### src/inc/rpcu_consts.vh
`ifndef RPCU_CONSTS_VH
`define RPCU_CONSTS_VH

`define RPCU_REG_STATUS     8'h00
`define RPCU_REG_BAUD_DIV   8'h04
`define RPCU_REG_IRQ_STATUS 8'h08
`define RPCU_REG_IRQ_MASK   8'h0c
`define RPCU_REG_LOCATION   8'h10

`define RPCU_BAUD_DIV_RST   16'h00d9

`define RPCU_IRQ_DONE       0
`define RPCU_IRQ_ERROR      1
`define RPCU_IRQ_OVERRUN    2
`define RPCU_IRQ_W          3

`define RPCU_CH_CR          8'h0d
`define RPCU_CH_LF          8'h0a
`define RPCU_CH_SP          8'h20
`define RPCU_CH_BUSY        8'h62
`define RPCU_CH_READY       8'h72
`define RPCU_CH_ERR         8'h65
`define RPCU_CH_ZERO        8'h30
`define RPCU_CH_NINE        8'h39

`define RPCU_CMD_ECHO_0     8'h65
`define RPCU_CMD_ECHO_1     8'h63
`define RPCU_CMD_GOTO_0     8'h67
`define RPCU_CMD_GOTO_1     8'h6c
`define RPCU_CMD_RAISE_0    8'h78
`define RPCU_CMD_RAISE_1    8'h70
`define RPCU_CMD_DROP_0     8'h6c
`define RPCU_CMD_DROP_1     8'h70
`define RPCU_CMD_MDIS_0     8'h73
`define RPCU_CMD_MDIS_1     8'h64
`define RPCU_CMD_SRST_0     8'h73
`define RPCU_CMD_SRST_1     8'h74

`define RPCU_ERR_UNKNOWN    8'h31
`define RPCU_ERR_PARAM      8'h32
`define RPCU_ERR_MOVE_UP    8'h33
`define RPCU_ERR_RAISE_MOV  8'h34

`endif

### src/design/rpcu_top.v
// Register access over Avalon-MM and the placing of the registers are this design's own decisions.
`timescale 1ns/1ns
`default_nettype none
`include "rpcu_consts.vh"

module rpcu_top #(
	parameter LINE_MAX      = 16,
	parameter PSEL_W        = 3,
	parameter MAX_LOC       = 2047,
	parameter PISTON_CYCLES = 25000,
	parameter SETTLE_CYCLES = 8
) (
	input  wire                    core_clk,
	input  wire                    rstn,
	input  wire [7:0]              avs_address,
	input  wire                    avs_read,
	input  wire                    avs_write,
	input  wire [31:0]             avs_writedata,
	input  wire [3:0]              avs_byteenable,
	output reg  [31:0]             avs_readdata,
	output wire                    avs_waitrequest,
	output wire                    irq,
	input  wire                    ser_rx_pin,
	output wire                    ser_tx_pin,
	input  wire                    platter_in_pos_pin,
	output reg  [10:0]             platter_target,
	output reg                     platter_move,
	output reg                     motor_disable,
	output reg  [(1<<PSEL_W)-1:0]  piston_up
);
	localparam NPIST = 1 << PSEL_W;
	localparam S_RX = 4'd0, S_ECHO = 4'd1, S_LF = 4'd2, S_DEC = 4'd3, S_B = 4'd4, S_BCR = 4'd5;
	localparam S_EXEC = 4'd6, S_FIN1 = 4'd7, S_FIN2 = 4'd8, S_FIN3 = 4'd9;
	localparam OP_NONE = 3'd0, OP_ECHO = 3'd1, OP_GOTO = 3'd2, OP_RAISE = 3'd3, OP_DROP = 3'd4, OP_MDIS = 3'd5;

	function [31:0] be_merge;
		input [31:0] old;
		input [31:0] wd;
		input [3:0]  be;
		integer k;
		begin
			be_merge = old;
			for (k = 0; k < 4; k = k + 1)
				if (be[k])
					be_merge[8*k +: 8] = wd[8*k +: 8];
		end
	endfunction

	// Pin synchronisers: a change counts once stages two and three agree
	reg  [2:0]  rx_sync_reg;
	reg  [2:0]  pos_sync_reg;
	reg         rx_line_reg;
	reg         in_pos_reg;
	always @(posedge core_clk)
	begin
		if (!rstn)
		begin
			rx_sync_reg  <= 3'h7;
			pos_sync_reg <= 3'h0;
			rx_line_reg  <= 1'b1;
			in_pos_reg   <= 1'b0;
		end
		else
		begin
			rx_sync_reg  <= {rx_sync_reg[1:0], ser_rx_pin};
			pos_sync_reg <= {pos_sync_reg[1:0], platter_in_pos_pin};
			if (rx_sync_reg[1] == rx_sync_reg[2])
				rx_line_reg <= rx_sync_reg[2];
			if (pos_sync_reg[1] == pos_sync_reg[2])
				in_pos_reg <= pos_sync_reg[2];
		end
	end

	// Bus registers
	reg  [15:0]            baud_div_reg;
	reg  [`RPCU_IRQ_W-1:0] irq_stat_reg;
	reg  [`RPCU_IRQ_W-1:0] irq_mask_reg;
	reg                    ack_reg;
	wire                   bus_req = avs_read | avs_write;
	wire                   bus_take = bus_req & ~ack_reg;
	wire [`RPCU_IRQ_W-1:0] irq_set;
	reg  [3:0]             state_reg;
	reg                    echo_reg;
	reg  [10:0]            loc_reg;
	reg  [PSEL_W-1:0]      sel_reg;
	reg  [7:0]             err_reg;
	wire [31:0]            baud_merged = be_merge({16'h0, baud_div_reg}, avs_writedata, avs_byteenable);

	assign avs_waitrequest = bus_take;
	assign irq = |(irq_stat_reg & irq_mask_reg);

	always @(posedge core_clk)
	begin
		if (!rstn)
		begin
			ack_reg      <= 1'b0;
			avs_readdata <= 32'h0;
			baud_div_reg <= `RPCU_BAUD_DIV_RST;
			irq_stat_reg <= {`RPCU_IRQ_W{1'b0}};
			irq_mask_reg <= {`RPCU_IRQ_W{1'b0}};
		end
		else
		begin
			ack_reg <= bus_take;
			if (bus_take && avs_read)
			begin
				case ({avs_address[7:2], 2'b00})
					`RPCU_REG_STATUS:     avs_readdata <= {8'h0, err_reg, 4'h0, state_reg, 4'h0,
									in_pos_reg, motor_disable, (state_reg != S_RX), echo_reg};
					`RPCU_REG_BAUD_DIV:   avs_readdata <= {16'h0, baud_div_reg};
					`RPCU_REG_IRQ_STATUS: avs_readdata <= {{(32-`RPCU_IRQ_W){1'b0}}, irq_stat_reg};
					`RPCU_REG_IRQ_MASK:   avs_readdata <= {{(32-`RPCU_IRQ_W){1'b0}}, irq_mask_reg};
					`RPCU_REG_LOCATION:   avs_readdata <= {piston_up, {(8-PSEL_W){1'b0}}, sel_reg,
									5'h0, loc_reg};
					default:              avs_readdata <= 32'h0;
				endcase
			end
			if (bus_take && avs_write && {avs_address[7:2], 2'b00} == `RPCU_REG_BAUD_DIV)
				baud_div_reg <= baud_merged[15:0];
			if (bus_take && avs_write && {avs_address[7:2], 2'b00} == `RPCU_REG_IRQ_MASK && avs_byteenable[0])
				irq_mask_reg <= avs_writedata[`RPCU_IRQ_W-1:0];
			// Set beats a simultaneous write-one clear
			if (bus_take && avs_write && {avs_address[7:2], 2'b00} == `RPCU_REG_IRQ_STATUS && avs_byteenable[0])
				irq_stat_reg <= (irq_stat_reg & ~avs_writedata[`RPCU_IRQ_W-1:0]) | irq_set;
			else
				irq_stat_reg <= irq_stat_reg | irq_set;
		end
	end

	// Serial receiver, 8N1, one bit lasts the divisor plus one core_clk cycles
	reg  [15:0] rx_cnt_reg;
	reg  [3:0]  rx_bit_reg;
	reg  [7:0]  rx_shift_reg;
	reg         rx_busy_reg;
	reg         rx_valid_reg;
	reg  [7:0]  rx_data_reg;
	always @(posedge core_clk)
	begin
		if (!rstn)
		begin
			rx_cnt_reg   <= 16'h0;
			rx_bit_reg   <= 4'h0;
			rx_shift_reg <= 8'h0;
			rx_busy_reg  <= 1'b0;
			rx_valid_reg <= 1'b0;
			rx_data_reg  <= 8'h0;
		end
		else
		begin
			rx_valid_reg <= 1'b0;
			if (!rx_busy_reg)
			begin
				if (!rx_line_reg)
				begin
					rx_busy_reg <= 1'b1;
					rx_bit_reg  <= 4'h0;
					rx_cnt_reg  <= {1'b0, baud_div_reg[15:1]};
				end
			end
			else if (rx_cnt_reg != 16'h0)
				rx_cnt_reg <= rx_cnt_reg - 16'h1;
			else
			begin
				rx_cnt_reg <= baud_div_reg;
				rx_bit_reg <= rx_bit_reg + 4'h1;
				if (rx_bit_reg == 4'h0 && rx_line_reg)
					rx_busy_reg <= 1'b0;  // Glitch, not a start bit
				else if (rx_bit_reg == 4'h9)
				begin
					rx_busy_reg  <= 1'b0;
					rx_valid_reg <= rx_line_reg;  // Framing error drops the byte
					rx_data_reg  <= rx_shift_reg;
				end
				else if (rx_bit_reg != 4'h0)
					rx_shift_reg <= {rx_line_reg, rx_shift_reg[7:1]};
			end
		end
	end

	// Serial transmitter
	reg  [9:0]  tx_shift_reg;
	reg  [3:0]  tx_bit_reg;
	reg  [15:0] tx_cnt_reg;
	reg         tx_busy_reg;
	reg         tx_go_reg;
	reg  [7:0]  tx_data_reg;
	assign ser_tx_pin = tx_shift_reg[0];
	always @(posedge core_clk)
	begin
		if (!rstn)
		begin
			tx_shift_reg <= 10'h3ff;
			tx_bit_reg   <= 4'h0;
			tx_cnt_reg   <= 16'h0;
			tx_busy_reg  <= 1'b0;
		end
		else if (!tx_busy_reg)
		begin
			if (tx_go_reg)
			begin
				tx_shift_reg <= {1'b1, tx_data_reg, 1'b0};
				tx_busy_reg  <= 1'b1;
				tx_bit_reg   <= 4'h0;
				tx_cnt_reg   <= baud_div_reg;
			end
		end
		else if (tx_cnt_reg != 16'h0)
			tx_cnt_reg <= tx_cnt_reg - 16'h1;
		else
		begin
			tx_cnt_reg   <= baud_div_reg;
			tx_shift_reg <= {1'b1, tx_shift_reg[9:1]};
			tx_bit_reg   <= tx_bit_reg + 4'h1;
			if (tx_bit_reg == 4'h9)
				tx_busy_reg <= 1'b0;
		end
	end

	// Command line store and incremental argument parse
	reg  [7:0]  line_mem [0:LINE_MAX-1];
	reg  [4:0]  len_reg;
	reg  [4:0]  idx_reg;
	reg  [11:0] num_reg;
	reg         has_arg_reg;
	reg         bad_arg_reg;
	reg         too_long_reg;
	reg  [2:0]  op_reg;
	reg  [23:0] wait_reg;
	reg         resp_err_reg;
	wire [7:0]  rx_ch = rx_data_reg;
	wire        rx_digit = rx_ch >= `RPCU_CH_ZERO && rx_ch <= `RPCU_CH_NINE;
	wire        send_ok = !tx_busy_reg && !tx_go_reg;
	wire [7:0]  c0 = line_mem[0];
	wire [7:0]  c1 = line_mem[1];
	wire        arg_bit = has_arg_reg && !bad_arg_reg && num_reg < 12'd2;
	reg  [7:0]  out_ch;

	assign irq_set[`RPCU_IRQ_DONE]    = send_ok && state_reg == S_FIN3;
	assign irq_set[`RPCU_IRQ_ERROR]   = send_ok && state_reg == S_FIN1 && resp_err_reg;
	assign irq_set[`RPCU_IRQ_OVERRUN] = rx_valid_reg && state_reg != S_RX;

	always @*
	begin
		case (state_reg)
			S_ECHO:  out_ch = line_mem[idx_reg[3:0]];
			S_LF:    out_ch = `RPCU_CH_LF;
			S_B:     out_ch = `RPCU_CH_BUSY;
			S_FIN1:  out_ch = resp_err_reg ? `RPCU_CH_ERR : `RPCU_CH_READY;
			S_FIN2:  out_ch = err_reg;
			default: out_ch = `RPCU_CH_CR;
		endcase
	end

	always @(posedge core_clk)
	begin
		if (!rstn)
		begin
			state_reg      <= S_RX;
			tx_go_reg      <= 1'b0;
			tx_data_reg    <= 8'h0;
			len_reg        <= 5'h0;
			idx_reg        <= 5'h0;
			num_reg        <= 12'h0;
			has_arg_reg    <= 1'b0;
			bad_arg_reg    <= 1'b0;
			too_long_reg   <= 1'b0;
			op_reg         <= OP_NONE;
			wait_reg       <= 24'h0;
			resp_err_reg   <= 1'b0;
			err_reg        <= 8'h0;
			echo_reg       <= 1'b0;
			loc_reg        <= 11'h0;
			sel_reg        <= {PSEL_W{1'b0}};
			platter_target <= 11'h0;
			platter_move   <= 1'b0;
			motor_disable  <= 1'b0;
			piston_up      <= {NPIST{1'b0}};
		end
		else
		begin
			tx_go_reg    <= 1'b0;
			platter_move <= 1'b0;
			case (state_reg)
				S_RX:
				if (rx_valid_reg)
				begin
					if (len_reg < LINE_MAX)
						line_mem[len_reg[3:0]] <= rx_ch;
					else
						too_long_reg <= 1'b1;
					if (len_reg != 5'h1f)
						len_reg <= len_reg + 5'h1;
					if (rx_ch == `RPCU_CH_CR)
					begin
						idx_reg   <= 5'h0;
						state_reg <= echo_reg ? S_ECHO : S_DEC;
					end
					else if (len_reg >= 5'h2)
					begin
						if (rx_digit)
						begin
							has_arg_reg <= 1'b1;
							// Stop before ten times plus a digit wraps the 12-bit value
							if (num_reg > 12'd408)
								bad_arg_reg <= 1'b1;
							else
								num_reg <= num_reg * 12'd10 + {4'h0, rx_ch - `RPCU_CH_ZERO};
						end
						else if (rx_ch != `RPCU_CH_SP)
							bad_arg_reg <= 1'b1;
					end
				end
				S_ECHO:
				if (send_ok)
				begin
					tx_go_reg   <= 1'b1;
					tx_data_reg <= out_ch;
					idx_reg     <= idx_reg + 5'h1;
					if (idx_reg + 5'h1 >= len_reg || idx_reg + 5'h1 >= LINE_MAX)
						state_reg <= S_LF;
				end
				S_DEC:
				begin
					resp_err_reg <= 1'b1;
					state_reg    <= S_FIN1;
					op_reg       <= OP_NONE;
					if (too_long_reg || len_reg < 5'h3)
						err_reg <= `RPCU_ERR_UNKNOWN;
					else if (c0 == `RPCU_CMD_SRST_0 && c1 == `RPCU_CMD_SRST_1)
					begin
						resp_err_reg  <= 1'b0;
						echo_reg      <= 1'b0;
						motor_disable <= 1'b1;
						loc_reg       <= 11'h0;
						sel_reg       <= {PSEL_W{1'b0}};
						piston_up     <= {NPIST{1'b0}};
					end
					else if ((c0 == `RPCU_CMD_ECHO_0 && c1 == `RPCU_CMD_ECHO_1)
						|| (c0 == `RPCU_CMD_MDIS_0 && c1 == `RPCU_CMD_MDIS_1))
					begin
						if (!arg_bit)
							err_reg <= `RPCU_ERR_PARAM;
						else
						begin
							op_reg    <= (c0 == `RPCU_CMD_ECHO_0) ? OP_ECHO : OP_MDIS;
							state_reg <= S_B;
						end
					end
					else if (c0 == `RPCU_CMD_GOTO_0 && c1 == `RPCU_CMD_GOTO_1)
					begin
						if (!has_arg_reg || bad_arg_reg || num_reg > MAX_LOC)
							err_reg <= `RPCU_ERR_PARAM;
						else if (|piston_up)
							err_reg <= `RPCU_ERR_MOVE_UP;
						else
						begin
							op_reg    <= OP_GOTO;
							state_reg <= S_B;
						end
					end
					else if (c0 == `RPCU_CMD_RAISE_0 && c1 == `RPCU_CMD_RAISE_1)
					begin
						if (!in_pos_reg)
							err_reg <= `RPCU_ERR_RAISE_MOV;
						else
						begin
							op_reg    <= OP_RAISE;
							state_reg <= S_B;
						end
					end
					else if (c0 == `RPCU_CMD_DROP_0 && c1 == `RPCU_CMD_DROP_1)
					begin
						op_reg    <= OP_DROP;
						state_reg <= S_B;
					end
					else
						err_reg <= `RPCU_ERR_UNKNOWN;
				end
				S_EXEC:
				begin
					if (wait_reg != 24'h0)
						wait_reg <= wait_reg - 24'h1;
					// Settle time covers the pin synchroniser latency after a move start
					else if (op_reg != OP_GOTO || in_pos_reg)
					begin
						resp_err_reg <= 1'b0;
						state_reg    <= S_FIN1;
						if (op_reg == OP_RAISE)
							piston_up[sel_reg] <= 1'b1;
						if (op_reg == OP_DROP)
							piston_up[sel_reg] <= 1'b0;
					end
				end
				default:
				if (send_ok)
				begin
					tx_go_reg   <= 1'b1;
					tx_data_reg <= out_ch;
					case (state_reg)
						S_LF:   state_reg <= S_DEC;
						S_B:    state_reg <= S_BCR;
						S_FIN1: state_reg <= resp_err_reg ? S_FIN2 : S_FIN3;
						S_FIN2: state_reg <= S_FIN3;
						S_BCR:
						begin
							state_reg <= S_EXEC;
							wait_reg  <= 24'h0;
							case (op_reg)
								OP_ECHO: echo_reg <= num_reg[0];
								OP_MDIS: motor_disable <= num_reg[0];
								OP_GOTO:
								begin
									loc_reg        <= num_reg[10:0];
									sel_reg        <= num_reg[PSEL_W-1:0];
									platter_target <= num_reg[10:0];
									platter_move   <= 1'b1;
									wait_reg       <= SETTLE_CYCLES[23:0];
								end
								default: wait_reg <= PISTON_CYCLES[23:0];
							endcase
						end
						default:
						begin
							state_reg    <= S_RX;
							len_reg      <= 5'h0;
							num_reg      <= 12'h0;
							has_arg_reg  <= 1'b0;
							bad_arg_reg  <= 1'b0;
							too_long_reg <= 1'b0;
						end
					endcase
				end
			endcase
		end
	end
endmodule // rpcu_top
`default_nettype wire

### config.mk
export PLATFORM = sky130hd
export DESIGN_NAME = rpcu_top
export DESIGN_NICKNAME = d
export VERILOG_FILES = /design/src/design/rpcu_top.v
export VERILOG_INCLUDE_DIRS = /design/src /design/src/inc
export SDC_FILE = /design/constraint.sdc
export NUM_CORES = 1
export LEC_CHECK = 0
export ABC_AREA = 1
export BUFFER_PORTS_ARGS = -buffer_cell sky130_fd_sc_hd__buf_4
export CAP_MARGIN = 20
export CORE_MARGIN = 4
export CORE_UTILIZATION = 61
export CTS_CLUSTER_DIAMETER = 150
export DETAILED_ROUTE_END_ITERATION = 12
export PLACE_DENSITY = 0.91
export SLEW_MARGIN = 25
export SYNTH_ARGS = -nofsm -noshare
export SYNTH_HDL_FRONTEND = slang
export SYNTH_SLANG_ARGS = --single-unit
### constraint.sdc
create_clock -name core_clk -period 3.65 [get_ports core_clk]
set_clock_uncertainty 0.15 [all_clocks]
set_input_delay 0.5475 -clock core_clk [delete_from_list [all_inputs] [get_ports core_clk]]
set_output_delay 0.5475 -clock core_clk [all_outputs]
set_load 0.1 [all_outputs]
# Word level (Yosys, flattened, before mapping)
# Memory sizes are Yosys's and may differ from the RTL's. A register that Yosys moved wholly into a read port is not among the register bits.
# Index checks and enable logic that the tools add are counted.
# Widths: inputs -> output; s select.
[classes] muxes=160 magnitude_cmp=12 n_mul=1 n_eq_ne=62 bitwise_logic=23 n_reduce_logical=87 addsub=10
[ops] operator="$mux 8" count=20
[ops] operator="$pmux 32 s5" count=1
[ops] operator="$mux 16" count=6
[ops] operator="$mux 12" count=7
[ops] operator="$eq 8x7->1 const B" count=10
[ops] operator="$mux 4" count=20
[ops] operator="$mux 24" count=3
[ops] operator="$mux 11" count=5
[ops] operator="$pmux 24 s2" count=1
[ops] operator="$mux 1" count=46
[ops] operator="$mux 3" count=14
[ops] operator="$mux 5" count=8
[ops] operator="$pmux 8 s5" count=1
[ops] operator="$ne 2x2->1 const B" count=18
[ops] operator="$reduce_bool 16->1" count=2
[ops] operator="$sub 16x1->16 const B" count=2
[ops] operator="$mux 10" count=3
[ops] operator="$pmux 15 s2" count=1
[ops] operator="$pmux 12 s2" count=1
[ops] operator="$reduce_and 6->1" count=4
[ops] operator="$reduce_bool 24->1" count=1
[ops] operator="$sub 24x1->24 const B" count=1
[ops] operator="$logic_and 1x1->1" count=23
[ops] operator="$pmux 11 s2" count=1
[ops] operator="other kinds (71)" count=156
[totals] mem_count=1 regBits=242 elab_cells=396 inputBits=50 ramBits=128
[mem_list] name="line_mem" words=16 word_bits=8 rd=3 rd_clocked_by_memory_dff=1 write_ports=1 line_no="rpcu_top.v:220" rtl="reg [7:0] line_mem [0:LINE_MAX-1];"

# Depth between registers and ports, before layout
# Gate-level depths: netlist of run 1.
[logic_depth] depth_word=15 depth_mapped=16 ltp_nobuf=16

# Worst setup path after synthesis of run 1
# Ideal clock, no wire load.
[synth_timing] path_kind="input port to flip-flop" start="input avs_read" end="register baud_div_reg[10]" setup_slack_ns=0.076 required_time_ns=3.436 setup_time_ns=0.064 stages=6 arrival_ns=3.359 cell_sequence="inv_1 a21oi_1 nand3_1 nor2_1 o21ai_0 nor2_1"
[synth_via] elab_chain_len=5
[synth_lines] element="start: declaration" line_no="rpcu_top.v:16" rtl="input wire avs_read,"
[synth_lines] element="$or 1x1->1" line_no="rpcu_top.v:79" rtl="wire bus_req = avs_read | avs_write;"
[synth_lines] element="$and 1x1->1" line_no="rpcu_top.v:80" rtl="wire bus_take = bus_req & ~ack_reg;"
[synth_lines] element="named net avs_waitrequest" line_no="rpcu_top.v:21" rtl="output wire avs_waitrequest,"
[synth_lines] element="$logic_and 1x1->1" line_no="rpcu_top.v:118" rtl="if (bus_take && avs_write && {avs_address[7:2], 2'b00} == `RPCU_REG_BAUD_DIV)"
[synth_lines] element="$logic_and 1x1->1 (no line)"
[synth_lines] element="$reduce_and 2->1 (no line)"
[synth_lines] element="end signal: assignment" line_no="rpcu_top.v:98" rtl="baud_div_reg <= `RPCU_BAUD_DIV_RST;"
[synth_lines] element="end signal: assignment" line_no="rpcu_top.v:119" rtl="baud_div_reg <= baud_merged[15:0];"
[synth_lines] element="end: declaration" line_no="rpcu_top.v:75" rtl="reg [15:0] baud_div_reg;"
# The timed path passes the listed nets, and every way through them passes these cells.
# A chain may end at the register's enable or synchronous reset.

# Worst setup path in the final report of run 1
[layout_timing] start="register num_reg[3]" end="register num_reg[11]"
[layout_via] elab_chain_len=8 elab_cells_between_ends=11
[layout_lines] element="start: declaration" line_no="rpcu_top.v:223" rtl="reg [11:0] num_reg;"
[layout_lines] element="start signal: assignment" line_no="rpcu_top.v:307" rtl="num_reg <= num_reg * 12'd10 + {4'h0, rx_ch - `RPCU_CH_ZERO};"
[layout_lines] element="$mul 12x3->11" line_no="rpcu_top.v:307"
[layout_lines] element="$add 12x8->12" line_no="rpcu_top.v:307"
[layout_lines] element="$mux 12" line_no="rpcu_top.v:304" rtl="if (num_reg > 12'd408)"
[layout_lines] element="$mux 12" line_no="rpcu_top.v:300" rtl="if (rx_digit)"
[layout_lines] element="$mux 12" line_no="rpcu_top.v:298" rtl="else if (len_reg >= 5'h2)"
[layout_lines] element="$mux 12" line_no="rpcu_top.v:293" rtl="if (rx_ch == `RPCU_CH_CR)"
[layout_lines] element="$mux 12" line_no="rpcu_top.v:285" rtl="if (rx_valid_reg)"
[layout_lines] element="$pmux 12 s2" line_no="rpcu_top.v:283" rtl="case (state_reg)"
# Several ways; a longest one is shown, not always the timed one. The select of a mux whose other input is x is not followed.

==> impl_metrics.csv, run 1 <==
group,metric,value,unit
power_and_ir_drop,intPower,0.00630,W
floorplanning,coreArea,0.0287,mm^2
outcome,status,"complete, no violations",
floorplanning,ioPinCount,106,
timing,finalSetupTns,0,ns
worst_setup_path,crit_chain,"ha_1, ha_1, fa_1, xor2_1, ha_1, nand2_1, inv_1, nand2_1, nand3_1, nand2_1, a21oi_1, nand3_1, nand2_1, nand3_1, a21oi_1",
power_and_ir_drop,switching_power,0.00168,W
power_and_ir_drop,power.density_cell_area,403,mW/mm^2
yosys,ys_seq_area_share,48.1,%
timing,worst-slew-pin-transition,0.960,ns
worst_setup_path,crit_top_cell,"nand2_1",
power_and_ir_drop,ir_worst_vdd,0.330,mV
yosys,yosysWarnings,0,
timing,rsz0062_at_grt,"no",
min_path,hp-start,"platter_in_pos_pin",
yosys,avgSynthCellArea,7.77,um^2
worst_setup_path,worstReg2RegEnd,"num_reg[11]$_SDFFE_PN0P_",
power_and_ir_drop,p_clk_share,46.0,%
worst_setup_path,r2r-start,"num_reg[3]$_SDFFE_PN0P_",
cells_and_area,final_nets,2440,
power_and_ir_drop,combPwrFrac,2.0,%
timing,period_minus_slack,3.18,ns
flow_run,maxCapViolCount,0,
drt,drtIter0Drc,1852,
global_routing,antenna_found_initial,0,
drt,first_pass_iters,7,
worst_setup_path,crit_required,3.96,ns
floorplanning,rows,62,
timing,slew-limit-headroom,35.6,%
global_routing,grt-ovfl-total,0,
drt,detail_route.vias_per_cell,5.97,
power_and_ir_drop,p_leak,8.49,nW
timing,fmax,0.314,GHz
yosys,syn_inst,2280,
min_path,hold_path_depth,3,
clock_tree,numCtsBuffers,37,
yosys,synth.distinct_cells,53,
clock_tree,post_cts_buffers,0,
yosys,synth_ff_type,"dfxtp_1",
placement,gp_congestion,0.964,
floorplanning,dieArea,0.0318,mm^2
yosys,async_reset_ff_share,0,%
floorplanning,die_y,178,um
clock_tree,cts_resized,0,
timing,post-route-period-util,87.2,%
yosys,ys_seq_elements,362,
clock_tree,clkLatencyLatePin,0.53,ns
clock_tree,cts_tree,"done",
placement,port-buffer-count,82,
cells_and_area,drive_gt1_share,9.38,%
worst_setup_path,critical_path_arrival,3.49,ns
clock_tree,hold_buffers,0,
drt,avgRoutedWirePerCell,17.2,um
timing,setup_viol,0,
clock_tree,htree_levels,2,
worst_setup_path,ff2ff_path_depth,15,
timing,final_max_slew_viol_count,0,
power_and_ir_drop,p_sw_share,21.0,%
drt,routed_wl,47400,um
global_routing,grt_max_degree,83,
floorplanning,die_w,178,um
clock_tree,clk_pin_slew_worst_paths,0.06,ns
worst_setup_path,crit_fanout,6,
global_routing,grt_pass1_vias,15454,
worst_setup_path,critPathSlowestCell,"dfxtp_1",
worst_setup_path,worstSetupPathType,"reg2reg",
worst_setup_path,start_kind,"flop",
worst_setup_path,rrSetupSlack,0.47,ns
cells_and_area,largest_reg_flops,128,
placement,dp_hpwl,32600,um
clock_tree,cts_root_buffer,"clkbuf_16",
worst_setup_path,endpoint_kind,"flop",
drt,ant_nets,0,
cells_and_area,syn2layout_area_growth,11.7,%
timing,fin_ws,0.467,ns
placement,dp_slack,0.535,ns
timing,hold_violations,0,
power_and_ir_drop,seqPwrFrac,52.0,%
worst_setup_path,cpPeakStageDelay,0.44,ns
drt,dr_total_vias,16416,
clock_tree,clock-sinks,362,
yosys,syn-cell-area,0.0177,mm^2
global_routing,grtUsageTotal,29.5,%
floorplanning,start_util,61.8,%
min_path,hold_path.class,"in2reg",
yosys,synth-edff-count,128,
drt,route.detailed.drc,0,
clock_tree,cts.path.max_buffers,3,
min_path,min_to,"pos_sync_reg[0]$_SDFF_PN0_",
cells_and_area,antenna_cells,0,
global_routing,grt_pass1_wl,76400,um
[how the worst max path moves through the flow]
stage	startpoint	slack, ns	cells after the start	end
after floorplan	avs_read	0.08	6	baud_div_reg[10]$_SDFFE_PN0P_
after global placement	num_reg[3]$_SDFFE_PN0P_	0.58	15	num_reg[11]$_SDFFE_PN0P_
after detailed placement	num_reg[3]$_SDFFE_PN0P_	0.53	15	num_reg[11]$_SDFFE_PN0P_
after CTS	num_reg[3]$_SDFFE_PN0P_	0.53	15	num_reg[11]$_SDFFE_PN0P_
after global routing	num_reg[1]$_SDFFE_PN0P_	0.32	14	num_reg[9]$_SDFFE_PN0P_
final	num_reg[3]$_SDFFE_PN0P_	0.47	15	num_reg[11]$_SDFFE_PN0P_
[final cells by class]
| class | instances | area [um^2] |
|---|---|---|
| Clock buffer | 50 | 1010 |
| Fill cell | 2200 | 8900 |
| Tap cell | 384 | 480 |
| Sequential cell | 362 | 8530 |
| Clock inverter | 15 | 150 |
| Timing Repair Buffer | 103 | 786 |
| Inverter | 226 | 851 |
| Multi-Input combinational cell | 1612 | 7990 |
[cells in the final DEF, fill, tap and decap left out, types with 8 or more instances in the layout]
| cell type | count |
|---|---|
| ha_1 | 46 |
| o211ai_1 | 16 |
| nor2_2 | 14 |
| o22ai_1 | 15 |
| buf_4 | 102 |
| inv_2 | 15 |
| nand3_1 | 173 |
| inv_1 | 206 |
| nand2_2 | 8 |
| o21ai_1 | 14 |
| dfxtp_1 | 233 |
| xor2_1 | 20 |
| clkbuf_16 | 37 |
| nand4_1 | 28 |
| a31oi_1 | 10 |
| a21oi_1 | 186 |
| nand2_1 | 494 |
| nor3_1 | 37 |
| o21ai_0 | 165 |
| clkbuf_1 | 9 |
| o221ai_1 | 10 |
| edfxtp_1 | 128 |
| nor2_1 | 294 |
[metrics by stage]
step	instances	power (W)	instance area, um^2	hold slack (ns)	util, %
after floorplan	2282	0.00434	17700	0.240	-
after global placement	2687	0.00439	18600	0.249	64.9
after detailed placement	2687	0.00440	18600	0.259	64.9
after CTS	2752	0.00799	19800	0.0390	69.0
after global routing	2752	0.00819	19800	0.0366	69.0
final	2752	0.00798	19800	0.0504	69.0
[power groups by stage]
stage          Sequential, W  Combinational [W]  Clock, W
6_report             0.00415           0.000160   0.00367
5_1_grt              0.00415           0.000172   0.00387
4_1_cts              0.00415           0.000157   0.00368
3_5_place_dp         0.00424           0.000156         0
3_3_place_gp         0.00424           0.000152         0
2_1_floorplan        0.00424           0.000102         0
[layer usage]
| metal | global-route usage [%] | routed length [um] | up-vias |
|---|---|---|---|
| met4 | 12.0 | 1900 | 0 |
| met5 | 0 | 0 | - |
| met3 | 5.24 | 4510 | 157 |
| li1 | - | - | 7763 |
| met2 | 49.2 | 22300 | 907 |
| met1 | 38.0 | 18700 | 7589 |
[kinds of logic after synthesis]
| logic type | Yosys count | synth area share, % |
|---|---|---|
| xor gates and xnor gates | 24 | 1.19 |
| muxes | 1 | 0.0565 |
| buffers and inverters | 308 | 6.84 |
| AOI/OAI and AO/OA | 449 | 13.8 |
| other | 1 | 0.0212 |
| DFF | 362 | 48.1 |
| and+or+nand+nor | 1087 | 26.5 |
| adders and majority gates | 48 | 3.47 |
[cells in the mapped netlist, drive strengths merged, types with 15 or more instances]
library cell | instances | area, um^2
a21oi | 186 | 931
buf | 25 | 149
clkbuf | 57 | 214
dfxtp | 234 | 4680
edfxtp | 128 | 3840
ha | 46 | 576
inv | 222 | 833
nand2 | 506 | 1950
nand3 | 177 | 906
nand4 | 30 | 200
nor2 | 316 | 1290
nor3 | 39 | 205
o211ai | 16 | 120
o21ai | 179 | 896
o22ai | 15 | 93.8
xor2 | 20 | 175
[critical path: cells and delay by family, from the launching register on]
| family | cells | cell delay [ns] |
|---|---|---|
| fa+ha+maj | 4 | 1.31 |
| compound gates | 2 | 0.40 |
| flops | 1 | 0.44 |
| simple gates | 7 | 0.56 |
| buf+inv | 1 | 0.06 |
| xor+xnor | 1 | 0.19 |
No activity file was read; power rests on OpenSTA's default activity.
==> run 2: changes to the inputs <==
ABC_AREA = unset   (was 1)
==> run 2 against run 1 <==
Net effect: clock-buffer cell count increased by 2; non-clock buffer count increased by 33; total power increased by 11%; final area decreased by 2.6%; worst setup slack got worse by 0.083 ns; sequential share of layout area increased by 1.1 points; via count decreased by 14%; utilization increased by 2.2 points; global-route usage decreased by 0.87 points; first-iteration DRC count decreased by 1.6%; area after synthesis decreased by 4.7%; combinational power increased to 4.6 times the previous value; critical path type unchanged; largest cell class unchanged; largest power group unchanged; highest routed layer unchanged.
==> impl_metrics.csv, run 2 <==
group,metric,value,unit
worst_setup_path,path_buf_inv,0,
timing,setup_viol,0,
placement,dpl_cell_area,0.0180,mm^2
global_routing,grt-ovfl-total,0,
timing,period_minus_slack,3.27,ns
worst_setup_path,endpoint_kind,"flop",
worst_setup_path,critPathSlowestCell,"dfxtp_1",
drt,ant_nets,0,
timing,final_max_slew_viol_count,0,
cells_and_area,syn2layout_area_growth,14.2,%
global_routing,grt_pass1_vias,13521,
floorplanning,die_w,174,um
yosys,ys_seq_area_share,50.5,%
drt,routed_wl,44600,um
timing,finalSetupTns,0,ns
drt,dr_total_vias,14061,
drt,detail_route.vias_per_cell,6.47,
placement,place_inst,2107,
clock_tree,clkLatencyLatePin,0.53,ns
outcome,status,"complete, no violations",
placement,port-buffer-count,82,
clock_tree,clock-sinks,362,
clock_tree,htree_levels,2,
placement,gp_congestion,0.961,
min_path,hold_path.class,"in2reg",
clock_tree,hold_buffers,0,
yosys,synth_area_leaders,"dfxtp_1 28%, edfxtp_1 23%, mux4_2 4.9%",
clock_tree,cts.path.max_buffers,3,
worst_setup_path,crit_top_cell,"ha_1",
floorplanning,rows,60,
cells_and_area,layout_common_cells,"233 x dfxtp_1, 201 x nor2_1, 189 x nand2_1, 135 x buf_4, 132 x a21oi_1",
worst_setup_path,path_depth,11,
worst_setup_path,critical_path_arrival,3.49,ns
yosys,syn_inst,1692,
drt,route.detailed.drc,0,
floorplanning,start_util,62.3,%
cells_and_area,largest_reg_flops,128,
power_and_ir_drop,ir_worst_vdd,0.393,mV
floorplanning,coreArea,0.0271,mm^2
worst_setup_path,rrSetupSlack,0.38,ns
worst_setup_path,path_delay_family,"adder cells",
floorplanning,ioPinCount,106,
timing,slew-limit-headroom,33.9,%
drt,first_pass_iters,7,
cells_and_area,fillCellCount,1776,
yosys,syn-cell-area,0.0169,mm^2
cells_and_area,fin_cells,2174,
yosys,ys_seq_elements,362,
cells_and_area,final_common_cell,"dfxtp_1",
timing,rsz0062_at_grt,"no",
global_routing,grtUsageTotal,28.6,%
worst_setup_path,cpPeakStageDelay,0.51,ns
timing,hold_violations,0,
cells_and_area,multiInputGateArea,0.00790,mm^2
yosys,yosysWarnings,0,
worst_setup_path,worstSetupPathType,"reg2reg",
drt,drtIter0Drc,1823,
clock_tree,cts_resized,0,
timing,fmax,0.306,GHz
cells_and_area,drive_gt1_share,15.0,%
yosys,async_reset_ff_share,0,%
power_and_ir_drop,post-layout-total-power,0.00888,W
yosys,synth-edff-count,128,
yosys,synth.distinct_cells,84,
yosys,synth.largest_area_cell,"dfxtp_1",
worst_setup_path,crit_fanout,7,
timing,worst-slew-pin-transition,0.986,ns
worst_setup_path,crit_chain,"ha_1, ha_1, fa_1, ha_1, nand2_1, o21ai_0, or4_1, and3_1, xor2_1, a22oi_1, nor2_1",
worst_setup_path,crit_required,3.87,ns
global_routing,grt_pass1_wl,71300,um
global_routing,grt_max_degree,74,
power_and_ir_drop,p_leak,7.11,nW
timing,post-route-period-util,89.5,%
clock_tree,numCtsBuffers,37,
clock_tree,cts_tree,"done",
clock_tree,clk_pin_slew_worst_paths,0.06,ns
global_routing,antenna_found_initial,0,
worst_setup_path,ff2ff_path_depth,11,
cells_and_area,stdcell_area,0.0193,mm^2
clock_tree,cts_root_buffer,"clkbuf_16",
cells_and_area,final_nets,1872,
placement,dp_hpwl,30000,um
yosys,yosys.cell_count.top_type,"dfxtp_1",
yosys,avgSynthCellArea,9.98,um^2
yosys,synth_commonest_cells,"234 x dfxtp_1, 201 x nor2_1, 189 x nand2_1",
floorplanning,die_y,174,um
flow_run,maxCapViolCount,0,
drt,avgRoutedWirePerCell,20.5,um
cells_and_area,antenna_cells,0,
worst_setup_path,start_kind,"flop",
yosys,synth_top_area_share,27.7,%
clock_tree,post_cts_buffers,0,
power_and_ir_drop,power.density_cell_area,460,mW/mm^2
yosys,synth_ff_type,"dfxtp_1",
min_path,hold_path_depth,2,
cells_and_area,seqCellArea,0.00853,mm^2
floorplanning,dieArea,0.0304,mm^2
==> run 2: cell count changes in the layout (fill, tap and decap cells not counted), sizes merged, moves of 18 or more <==
cell and change:
nand3 -119, xnor2 +23, a221oi +18, o21ai -101
nor4 +23, mux4 +37, nor2 -114, inv -197
nand4 -18, buf +33, a21oi -53, nand2 -317
mux2i +40, nor2b +24
==> run 2: worst paths after layout <==
path | start | to
worst max-delay path | num_reg[2]$_SDFFE_PN0P_ | num_reg[9]$_SDFFE_PN0P_
worst min-delay path | ser_rx_pin | rx_sync_reg[0]$_SDFF_PN1_
worst max register to register | num_reg[2]$_SDFFE_PN0P_ | num_reg[9]$_SDFFE_PN0P_
worst min register to register | rx_sync_reg[0]$_SDFF_PN1_ | rx_sync_reg[1]$_SDFF_PN1_
==> run 2: routing by layer <==
layer	share of wire (%)	GRT usage [%]	vias to the layer above
li1	-	-	6355
met1	39	37.8	6786
met2	49	48.2	792
met3	9.7	5.57	128
met4	2.9	8.31	0
met5	0	0	-
==> run 2: stage by stage <==
step | util [%] | hold WS, ns | setup slack, ns
finish | 71.2 | 0.0525 | 0.384
floorplan | - | 0.236 | 0.626
detailed placement | 66.5 | 0.250 | 0.438
CTS | 71.1 | 0.0438 | 0.349
global route | 71.2 | 0.0453 | 0.250
global placement | 66.5 | 0.245 | 0.527
==> run 2: logic make-up (layout without fill, tap and decap cells) <==
family                     after synthesis  count (layout)  synth area share, %
and+or+nand+nor                        659             659                 18.6
AOI/OAI and AO/OA                      363             363                 13.8
DFF                                    362             362                 50.5
buffers and inverters                  122             230                 2.92
muxes                                   87              87                 7.96
xor gates and xnor gates                50              50                 2.59
adders and majority gates               48              48                 3.65
other                                    1               3               0.0222
==> run 2: report_power, final <==
group	switching [W]	total (W)	internal [W]	leakage (nW)
sequential	0.0000613	0.00427	0.00421	3.07
clock	0.00159	0.00388	0.00229	0.619
combinational	0.000500	0.000730	0.000230	3.42
==> run 2: layout make-up <==
type / instances / share of cell area, %
multi-input combinational: 1210 / 40.9
tap: 372 / 2.41
clock inverter: 15 / 0.746
sequential: 362 / 44.2
inverter: 27 / 0.538
clock buffer: 52 / 5.79
timing repair buffer: 136 / 5.36
